[src/mpt_pkg.sv]
// constants and types shared by the control core, its stack store and its counter
// assumes one machine cycle per core clock edge
package mpt_pkg;
    localparam int MPT_PC_W = 12;
    localparam int MPT_ROM_W = 10;
    localparam int MPT_SP_W = 3;
    localparam int MPT_STK_DEPTH = 8;
    localparam int MPT_ENTRY_W = 16;
    localparam logic [11:0] MPT_PC_RESET = 12'h000;
    localparam logic [11:0] MPT_VEC_EXT = 12'h003;
    localparam logic [11:0] MPT_VEC_TMR = 12'h007;
    localparam logic [2:0] MPT_SP_RESET = 3'h0;
    // status word field positions
    localparam int MPT_ST_SP_LO = 0;
    localparam int MPT_ST_SP_HI = 2;
    localparam int MPT_ST_ONE = 3;
    localparam int MPT_ST_BANK = 4;
    localparam int MPT_ST_UF0 = 5;
    localparam int MPT_ST_AUX = 6;
    localparam int MPT_ST_CARRY = 7;
    localparam logic [7:0] MPT_CNT_RESET = 8'h00;
    localparam logic [7:0] MPT_CNT_MAX = 8'hff;
    localparam int MPT_PRESCALE = 32;
    localparam logic [4:0] MPT_PRE_LAST = 5'(MPT_PRESCALE - 1);
    localparam logic [4:0] MPT_PRE_RESET = 5'h00;

    typedef enum logic [3:0] {
        MPT_C_ACC_NZ,
        MPT_C_ACC_BIT,
        MPT_C_CARRY_CLR,
        MPT_C_CARRY_SET,
        MPT_C_UF0,
        MPT_C_UF1,
        MPT_C_TFLAG,
        MPT_C_TA_LOW,
        MPT_C_TA_HIGH,
        MPT_C_EV_LOW,
        MPT_C_EV_HIGH,
        MPT_C_IRQ_LOW
    } mpt_cond_t;

    typedef enum logic [0:0] {
        MPT_S_IDLE,
        MPT_S_RET2
    } mpt_state_t;
endpackage

[src/mpt_core.sv]
// control core: program counter, return stack, status word, branch tests,
// single-level interrupt logic and timer flag handling
// assumes the instruction decoder drives one-cycle command strobes and pulses
// instr_end_in on the last (second, for two-cycle) cycle of each instruction
//
// What this block does
// - only the low 10 program counter bits address on-chip program memory
// - reset clears the program counter to zero
// - call or interrupt saves the program counter at the 3-bit stack pointer
// - stack holds eight entries with four status bits; pointer increments after push
// - stack pointer wraps 111 to 000 and 000 to 111
// - a return decrements the pointer, then loads the counter from that entry
// - upper status bits pushed always, restored only by the restoring return
// - status word: pointer, constant one, bank select, three flags
// - user flag zero, auxiliary carry and carry sit in bits 5 to 7
// - branch tests cover accumulator, carry, flags, timer flag, test and irq inputs
// - active-low irq level sampled at instruction end; vectors to location 3
// - single level: further requests ignored until restoring return's second cycle
// - external wins over timer; timer request stays pending until cleared
// - reset disables external irq; input stays testable while disabled
// - 8-bit counter loaded and read, halted by reset or stop, wraps
// - each wrap sets the timer flag and latches a request; test clears flag
// - separate timer irq enable; overflow vectors to location 7
// - event mode counts falling edges of the event test input
// - timer mode increments every 32 machine cycles; start clears prescaler
// - reset stops counter, clears flags, selects bank 0, disables both irqs
`timescale 1ns/1ps
module mpt_core import mpt_pkg::*; (
    input wire logic core_clk_in,
    input wire logic nrst_in,
    input wire logic irq_n_in,
    input wire logic test_input_a_in,
    input wire logic event_test_input_in,
    input wire logic instr_end_in,
    input wire logic pc_inc_in,
    input wire logic jump_in,
    input wire logic call_in,
    input wire logic [11:0] target_addr_in,
    input wire logic return_plain_in,
    input wire logic return_restore_status_in,
    input wire logic [7:0] acc_in,
    input wire logic status_load_in,
    input wire logic bank_sel_we_in,
    input wire logic bank_sel_in,
    input wire logic alu_flags_we_in,
    input wire logic carry_in,
    input wire logic aux_carry_in,
    input wire logic user_flag_zero_cpl_in,
    input wire logic user_flag_zero_clr_in,
    input wire logic user_flag_one_cpl_in,
    input wire logic user_flag_one_clr_in,
    input wire logic ext_irq_enable_instr_in,
    input wire logic ext_irq_disable_instr_in,
    input wire logic timer_irq_enable_instr_in,
    input wire logic timer_irq_disable_instr_in,
    input wire logic timer_load_in,
    input wire logic timer_start_instr_in,
    input wire logic event_count_start_instr_in,
    input wire logic counter_stop_instr_in,
    input wire logic [3:0] cond_sel_in,
    input wire logic [2:0] acc_bit_sel_in,
    input wire logic cond_eval_in,
    output logic [11:0] pc_out,
    output logic [9:0] rom_addr_out,
    output logic [7:0] program_status_word_out,
    output logic user_flag_one_out,
    output logic [7:0] timer_count_out,
    output logic timer_flag_out,
    output logic cond_true_out,
    output logic vector_taken_out,
    output logic irq_in_service_out
);
    typedef struct packed {
        logic [11:0] pc;
        logic [2:0] sp;
        logic register_bank_select;
        logic user_flag_zero;
        logic user_flag_one;
        logic aux_carry_flag;
        logic carry_flag;
        logic ext_en;
        logic tmr_en;
        logic in_service;
        logic tflag;
        logic tpend;
        logic restore;
        logic vec;
        mpt_state_t state;
    } mpt_core_state_t;

    mpt_core_state_t st_reg;
    mpt_core_state_t st_next;

    logic [15:0] stk_rd;
    logic [15:0] stk_wdata;
    logic [2:0] stk_rd_idx;
    logic push;
    logic take_ext;
    logic take_tmr;
    logic tmr_ovf;
    logic [7:0] status_now;

    function automatic logic [7:0] status_pack(input mpt_core_state_t s);
        logic [7:0] w;
        w = 8'h00;
        w[MPT_ST_SP_HI:MPT_ST_SP_LO] = s.sp;
        w[MPT_ST_ONE] = 1'b1;
        w[MPT_ST_BANK] = s.register_bank_select;
        w[MPT_ST_UF0] = s.user_flag_zero;
        w[MPT_ST_AUX] = s.aux_carry_flag;
        w[MPT_ST_CARRY] = s.carry_flag;
        return w;
    endfunction

    function automatic logic [15:0] stack_entry(input logic [11:0] pc, input logic [7:0] sw);
        return {sw[7:4], pc};
    endfunction

    assign status_now = status_pack(st_reg);
    assign stk_wdata = stack_entry(st_reg.pc, status_now);

    // interrupt acceptance at instruction end, external first
    always_comb begin
        take_ext = 1'b0;
        take_tmr = 1'b0;
        if (instr_end_in && !st_reg.in_service && st_reg.state == MPT_S_IDLE) begin
            if (st_reg.ext_en && !irq_n_in) begin
                take_ext = 1'b1;
            end else if (st_reg.tmr_en && st_reg.tpend) begin
                take_tmr = 1'b1;
            end
        end
    end

    assign push = call_in || take_ext || take_tmr;

    // stack read index tracks the pointer after a pending decrement
    assign stk_rd_idx = st_reg.sp - 3'h1;

    always_comb begin
        st_next = st_reg;
        st_next.vec = 1'b0;
        if (pc_inc_in) begin
            st_next.pc = st_reg.pc + 12'h001;
        end
        if (jump_in) begin
            st_next.pc = target_addr_in;
        end
        if (alu_flags_we_in) begin
            st_next.carry_flag = carry_in;
            st_next.aux_carry_flag = aux_carry_in;
        end
        if (bank_sel_we_in) begin
            st_next.register_bank_select = bank_sel_in;
        end
        if (user_flag_zero_clr_in) begin
            st_next.user_flag_zero = 1'b0;
        end else if (user_flag_zero_cpl_in) begin
            st_next.user_flag_zero = !st_reg.user_flag_zero;
        end
        if (user_flag_one_clr_in) begin
            st_next.user_flag_one = 1'b0;
        end else if (user_flag_one_cpl_in) begin
            st_next.user_flag_one = !st_reg.user_flag_one;
        end
        if (status_load_in) begin
            st_next.sp = acc_in[MPT_ST_SP_HI:MPT_ST_SP_LO];
            st_next.register_bank_select = acc_in[MPT_ST_BANK];
            st_next.user_flag_zero = acc_in[MPT_ST_UF0];
            st_next.aux_carry_flag = acc_in[MPT_ST_AUX];
            st_next.carry_flag = acc_in[MPT_ST_CARRY];
        end
        if (ext_irq_enable_instr_in) begin
            st_next.ext_en = 1'b1;
        end else if (ext_irq_disable_instr_in) begin
            st_next.ext_en = 1'b0;
        end
        if (timer_irq_enable_instr_in) begin
            st_next.tmr_en = 1'b1;
        end else if (timer_irq_disable_instr_in) begin
            st_next.tmr_en = 1'b0;
        end
        // timer flag: a new overflow wins over the clearing test
        if (cond_eval_in && cond_sel_in == 4'(MPT_C_TFLAG)) begin
            st_next.tflag = 1'b0;
        end
        if (timer_irq_disable_instr_in || take_tmr) begin
            st_next.tpend = 1'b0;
        end
        if (tmr_ovf) begin
            st_next.tflag = 1'b1;
            st_next.tpend = 1'b1;
        end
        if (push) begin
            st_next.sp = st_reg.sp + 3'h1;
        end
        if (call_in) begin
            st_next.pc = target_addr_in;
        end
        if (take_ext || take_tmr) begin
            st_next.pc = take_ext ? MPT_VEC_EXT : MPT_VEC_TMR;
            st_next.in_service = 1'b1;
            st_next.vec = 1'b1;
        end
        case (st_reg.state)
            MPT_S_IDLE: begin
                if (return_plain_in || return_restore_status_in) begin
                    st_next.sp = st_reg.sp - 3'h1;
                    st_next.restore = return_restore_status_in;
                    st_next.state = MPT_S_RET2;
                end
            end
            MPT_S_RET2: begin
                st_next.pc = stk_rd[11:0];
                if (st_reg.restore) begin
                    st_next.carry_flag = stk_rd[15];
                    st_next.aux_carry_flag = stk_rd[14];
                    st_next.user_flag_zero = stk_rd[13];
                    st_next.register_bank_select = stk_rd[12];
                    st_next.in_service = 1'b0;
                end
                st_next.state = MPT_S_IDLE;
            end
            default: begin
                st_next.state = MPT_S_IDLE;
            end
        endcase
    end

    always_ff @(posedge core_clk_in or negedge nrst_in) begin
        if (!nrst_in) begin
            st_reg <= '0;
            st_reg.pc <= MPT_PC_RESET;
            st_reg.sp <= MPT_SP_RESET;
            st_reg.state <= MPT_S_IDLE;
        end else begin
            st_reg <= st_next;
        end
    end

    // branch condition evaluation
    always_comb begin
        case (mpt_cond_t'(cond_sel_in))
            MPT_C_ACC_NZ: cond_true_out = |acc_in;
            MPT_C_ACC_BIT: cond_true_out = acc_in[acc_bit_sel_in];
            MPT_C_CARRY_CLR: cond_true_out = !st_reg.carry_flag;
            MPT_C_CARRY_SET: cond_true_out = st_reg.carry_flag;
            MPT_C_UF0: cond_true_out = st_reg.user_flag_zero;
            MPT_C_UF1: cond_true_out = st_reg.user_flag_one;
            MPT_C_TFLAG: cond_true_out = st_reg.tflag;
            MPT_C_TA_LOW: cond_true_out = !test_input_a_in;
            MPT_C_TA_HIGH: cond_true_out = test_input_a_in;
            MPT_C_EV_LOW: cond_true_out = !event_test_input_in;
            MPT_C_EV_HIGH: cond_true_out = event_test_input_in;
            MPT_C_IRQ_LOW: cond_true_out = !irq_n_in;
            default: cond_true_out = 1'b0;
        endcase
    end

    mpt_stack u_stack (
        .core_clk_in(core_clk_in),
        .nrst_in(nrst_in),
        .wr_in(push),
        .wr_idx_in(st_reg.sp),
        .wr_data_in(stk_wdata),
        .rd_idx_in(stk_rd_idx),
        .rd_data_out(stk_rd)
    );

    mpt_tcnt u_tcnt (
        .core_clk_in(core_clk_in),
        .nrst_in(nrst_in),
        .load_in(timer_load_in),
        .load_data_in(acc_in),
        .start_timer_in(timer_start_instr_in),
        .start_event_in(event_count_start_instr_in),
        .stop_in(counter_stop_instr_in),
        .event_in(event_test_input_in),
        .count_out(timer_count_out),
        .overflow_out(tmr_ovf)
    );

    assign pc_out = st_reg.pc;
    assign rom_addr_out = st_reg.pc[MPT_ROM_W-1:0];
    assign program_status_word_out = status_now;
    assign user_flag_one_out = st_reg.user_flag_one;
    assign timer_flag_out = st_reg.tflag;
    assign vector_taken_out = st_reg.vec;
    assign irq_in_service_out = st_reg.in_service;
endmodule

[src/mpt_stack.sv]
// eight-entry return stack store (program counter plus upper status bits)
// assumes writes and reads are sequenced by the control core
`timescale 1ns/1ps
module mpt_stack import mpt_pkg::*; (
    input wire logic core_clk_in,
    input wire logic nrst_in,
    input wire logic wr_in,
    input wire logic [2:0] wr_idx_in,
    input wire logic [15:0] wr_data_in,
    input wire logic [2:0] rd_idx_in,
    output logic [15:0] rd_data_out
);
    typedef struct packed {
        logic [MPT_STK_DEPTH-1:0][MPT_ENTRY_W-1:0] mem;
        logic [15:0] rd;
    } mpt_stk_state_t;

    mpt_stk_state_t st_reg;
    mpt_stk_state_t st_next;

    always_comb begin
        st_next = st_reg;
        if (wr_in) begin
            st_next.mem[wr_idx_in] = wr_data_in;
        end
        // read of the entry the pointer will name next cycle
        st_next.rd = st_next.mem[rd_idx_in];
    end

    always_ff @(posedge core_clk_in or negedge nrst_in) begin
        if (!nrst_in) begin
            st_reg <= '0;
        end else begin
            st_reg <= st_next;
        end
    end

    assign rd_data_out = st_reg.rd;
endmodule

[src/mpt_tcnt.sv]
// 8-bit timer / event counter with divide-by-32 prescaler
// assumes event input is synchronous and sampled once per machine cycle
`timescale 1ns/1ps
module mpt_tcnt import mpt_pkg::*; (
    input wire logic core_clk_in,
    input wire logic nrst_in,
    input wire logic load_in,
    input wire logic [7:0] load_data_in,
    input wire logic start_timer_in,
    input wire logic start_event_in,
    input wire logic stop_in,
    input wire logic event_in,
    output logic [7:0] count_out,
    output logic overflow_out
);
    typedef struct packed {
        logic [7:0] cnt;
        logic [4:0] pre;
        logic run;
        logic ev_mode;
        logic ev_prev;
        logic ovf;
    } mpt_tc_state_t;

    mpt_tc_state_t st_reg;
    mpt_tc_state_t st_next;
    logic tick;

    always_comb begin
        st_next = st_reg;
        st_next.ovf = 1'b0;
        st_next.ev_prev = event_in;
        tick = 1'b0;
        if (st_reg.run && st_reg.ev_mode) begin
            tick = st_reg.ev_prev && !event_in;
        end else if (st_reg.run) begin
            st_next.pre = st_reg.pre + 5'h01;
            tick = (st_reg.pre == MPT_PRE_LAST);
        end
        if (tick) begin
            st_next.cnt = st_reg.cnt + 8'h01;
            st_next.ovf = (st_reg.cnt == MPT_CNT_MAX);
        end
        if (load_in) begin
            st_next.cnt = load_data_in;
        end
        if (start_timer_in) begin
            st_next.run = 1'b1;
            st_next.ev_mode = 1'b0;
            st_next.pre = MPT_PRE_RESET;
        end else if (start_event_in) begin
            st_next.run = 1'b1;
            st_next.ev_mode = 1'b1;
        end else if (stop_in) begin
            st_next.run = 1'b0;
        end
    end

    always_ff @(posedge core_clk_in or negedge nrst_in) begin
        if (!nrst_in) begin
            st_reg <= '0;
        end else begin
            st_reg <= st_next;
        end
    end

    assign count_out = st_reg.cnt;
    assign overflow_out = st_reg.ovf;
endmodule

[config.mk]
export PLATFORM = sky130hd
export DESIGN_NAME = mpt_core
export DESIGN_NICKNAME = d
export VERILOG_FILES = /design/src/mpt_pkg.sv /design/src/mpt_core.sv /design/src/mpt_stack.sv /design/src/mpt_tcnt.sv
export SDC_FILE = /design/constraint.sdc
export NUM_CORES = 1
export LEC_CHECK = 0
export ABC_CLOCK_PERIOD_IN_PS = 2700
export BUFFER_PORTS_ARGS = -buffer_cell sky130_fd_sc_hd__clkbuf_2
export CAP_MARGIN = 20
export CELL_PAD_IN_SITES_DETAIL_PLACEMENT = 0
export CELL_PAD_IN_SITES_GLOBAL_PLACEMENT = 1
export CORE_MARGIN = 2
export CORE_UTILIZATION = 33
export DETAILED_ROUTE_END_ITERATION = 12
export GPL_TIMING_DRIVEN = 1
export PLACE_DENSITY_LB_ADDON = 0.05
export SLEW_MARGIN = 25
export SYNTH_ARGS = -nofsm -noshare
export SYNTH_HDL_FRONTEND = slang
export SYNTH_SLANG_ARGS = --single-unit
[constraint.sdc]
create_clock -name core_clk_in -period 2.7 [get_ports core_clk_in]
set_input_delay 0.54 -clock core_clk_in [delete_from_list [all_inputs] [get_ports core_clk_in]]
set_output_delay 0.54 -clock core_clk_in [all_outputs]
set_load 0.05 [all_outputs]
==> impl_metrics.yaml <==
place:
  place_inst: 1107
  gp_congestion: 0.7378
  numPortBuffers: 98
  dp_hpwl_mm: 16.03
logic_synthesis:
  synth_top_area_share_pct: 50.90
  synthXorXnorAreaFrac_pct: 2.074
  avgSynthCellArea_um2: 13.61
  synth_mux_area_share_pct: 28.99
  async_flop_share_pct: 100.0
  synth_cell_types: 54
  yosys_warnings: 0
  ys_seq_area_share_pct: 50.90
  synthAdderAreaFrac_pct: 0.8079
  synth_top_cell_by_area: "dfrtp_1"
  synth_compound_area_share_pct: 4.336
  synth_fp_nets: 746
  synth_ff_type: "dfrtp_1"
  ys_ff_latch: 189
  synth.area.top_cells: "dfrtp_1 51%, mux2_2 14%, mux4_2 8.2%"
  synthSimpleGateAreaFrac_pct: 6.436
  netlist_area_um2: 9293
  syn_inst: 683
  synth_edf_count: 0
  synth_top_family_by_area: "multiplexers"
cells_and_area:
  ff_latch_area_um2: 4732
  area_growth_pct: 14.03
  multi_input_area_um2: 3981
  utilization_pct: 38.14
  layoutNonFillerInstCount: 1139
  largest_register_ffs: 128
  drive_gt1_share_pct: 46.78
  antenna_cells: 0
  nNetsFinal: 811
  fillers: 2721
grt:
  grt_antenna_before_repair: 0
  track_usage_pct: 17.30
  grt_max_degree: 68
  grt_overflow: 0
  grt_pass1_wl_mm: 37.84
  grt_pass1_vias: 6107
sta:
  final.period_utilization_pct: 95.19
  final.setup.tns_ns: 0
  rsz0062_at_grt: "no"
  skew_ns: 0.01829
  finalSetupViolCount: 0
  hold_viol: 0
  fmax_mhz: 389.1
  tightest_slew_ns: 0.5343
  min_period_ns: 2.570
  fin_hold_ws_ns: 0.04413
  slew_headroom_pct: 64.38
  drv_slew: 0
pwr:
  p_leak_uw: 0.004870
  power_density_nw_per_um2: 1148
  vdd_drop_max_mv: 0.5868
floorplanning:
  fp.coreArea_um2: 27780
  rows: 61
  boundaryPins: 100
  start_util_pct: 33.45
  fp.dieW_um: 171.8
  die_area_um2: 29520
  die_h_um: 171.8
critical_path:
  slowest_delay_ns: 0.54
  setup.worst_path.class: "reg2out"
  worst-r2r-cell-count: 6
  crit_slowest_cell: "dfrtp_1"
  required_ns: 2.16
  arrival_ns: 2.03
  start_kind: "flip-flop"
  worstPathMaxFanout: 11
  reg2reg_from: "st_reg[0]$_DFF_PN0_"
  worstPathCellList: "mux4_2, nor2b_1, a2bb2oi_1, clkbuf_2"
  r2r_end: "u_stack.st_reg[24]$_DFF_PN0_"
  r2r_slack_ns: 0.41
  cp-end-kind: "primary output"
clocking:
  post_cts_buffers: 0
  cts_buffer_depth: 2
  root_buffer: "clkbuf_16"
  insertion_delay_ns: 0.43
  cts_htree_levels: 4
  cts_tree: "built"
  clk_pin_slew_ns: 0.08
  numCtsBuffers: 17
  cts.sinks: 189
drt:
  wl_per_cell_um: 21.16
  drtPass1Iterations: 6
  ant_nets: 0
  dr_total_vias: 5667
  via_per_inst: 4.975
  drtIter0Drc: 279
  wl_mm: 24.10
  drcViolationCount: 0
run_status:
  status: "complete, no violations"
min_path:
  hold_path.class: "in2async"
job:
  max_cap_violations: 0
==> Yosys cell counts (2+ instances only) <==
master and count:
a21o_1 3, a21oi_1 15, a22oi_1 2, a31oi_1 5, a32oi_1 3, and3_1 5
buf_1 6, buf_12 3, buf_2 9, buf_4 39, buf_6 4, clkbuf_1 22
dfrtp_1 189, ha_1 6, inv_1 12, mux2_2 117, mux2_4 30, mux2i_1 16
mux4_2 34, nand2_1 27, nand2b_1 2, nand3_1 6, nand3b_1 2, nand4_1 9
nand4_2 4, nor2_1 29, nor3_1 5, nor4_1 2, o211ai_1 3, o21ai_0 23
or2_2 2, or3_1 2, or4_1 6, xnor2_1 8, xor2_1 14
==> cells by family after synthesis <==
kind of cell	Yosys count
and+or+nand+nor	108
xor gates and xnor gates	22
DFF	189
buffers and inverters	96
AOI/OAI and AO/OA	64
muxes	197
adders and majority gates	6
other	1
==> stage by stage <==
step | total power, uW | setup slack [ns] | cell area (um2)
3_5_place_dp | 9784 | 0.1634 | 10010
3_3_place_gp | 9676 | 0.08765 | 10010
2_1_floorplan | 8559 | 0.1004 | 9293
4_1_cts | 12380 | 0.1050 | 10590
5_1_grt | 12920 | 0.04117 | 10600
6_report | 12170 | 0.1299 | 10600
==> cell type report <==
cell class | instances | area share, %
clock inverters | 14 | 1.417
well taps | 378 | 4.463
repair buffers | 129 | 7.380
inverters | 13 | 0.4605
flip-flops and latches | 189 | 44.66
clock buffers | 18 | 4.050
multi-input cells | 398 | 37.57
==> layer usage <==
metal	global-route usage [%]	routed length, um	vias up
met5	0	0	-
met4	3.544	212	0
met1	22.97	10850	2993
li1	-	-	2567
met3	2.715	822	13
met2	29.96	12220	94
==> worst max-delay path, delay by kind of cell, from the launching register on <==
| family | cells | cell delay, ns |
|---|---|---|
| buf+inv | 1 | 0.25 |
| flops | 1 | 0.54 |
| compound gates | 1 | 0.14 |
| mux | 1 | 0.52 |
| simple gates | 1 | 0.14 |
==> power breakdown <==
part	internal, uW	total [uW]	leakage, uW	switching, uW
Sequential	3980	4770	0.00235	797
Combinational	2570	4870	0.00223	2300
Clock	1310	2520	0.000284	1210
==> cell usage in the layout, fill, tap and decap left out, types with 4 or more instances in the layout <==
cell type	n
buf_12	4
nand4_2	4
nand4_1	9
or4_1	6
inv_1	12
nor2_1	29
mux2_2	117
nand2_1	27
mux2i_1	16
nor3_1	5
mux2_4	30
buf_4	27
a31oi_1	5
inv_6	4
nand3_1	6
dfrtp_1	187
and3_1	5
o21ai_0	23
mux4_2	34
a21oi_1	15
clkbuf_2	97
ha_1	6
clkbuf_16	17
xor2_1	13
xnor2_1	8
==> worst max path at each step <==
stage	startpoint	end	slack [ns]	cells past startpoint
after floorplan	cond_sel_in[0]	cond_true_out	0.10	5
after global placement	acc_in[2]	cond_true_out	0.09	6
after detailed placement	acc_in[2]	cond_true_out	0.16	6
after CTS	program_status_word_out[5]$_DFF_PN0_	cond_true_out	0.11	4
after global routing	acc_in[2]	cond_true_out	0.04	6
final	program_status_word_out[5]$_DFF_PN0_	cond_true_out	0.13	4
==> timing repair <==
item / 4_1_cts / 5_1_grt
resized for setup: 0 / 3
endpoints found under the hold margin: 0 / 0
hold buffers: 0 / 0
endpoints found under the setup margin: 0 / 1
No activity file was read; power rests on OpenSTA's default activity.
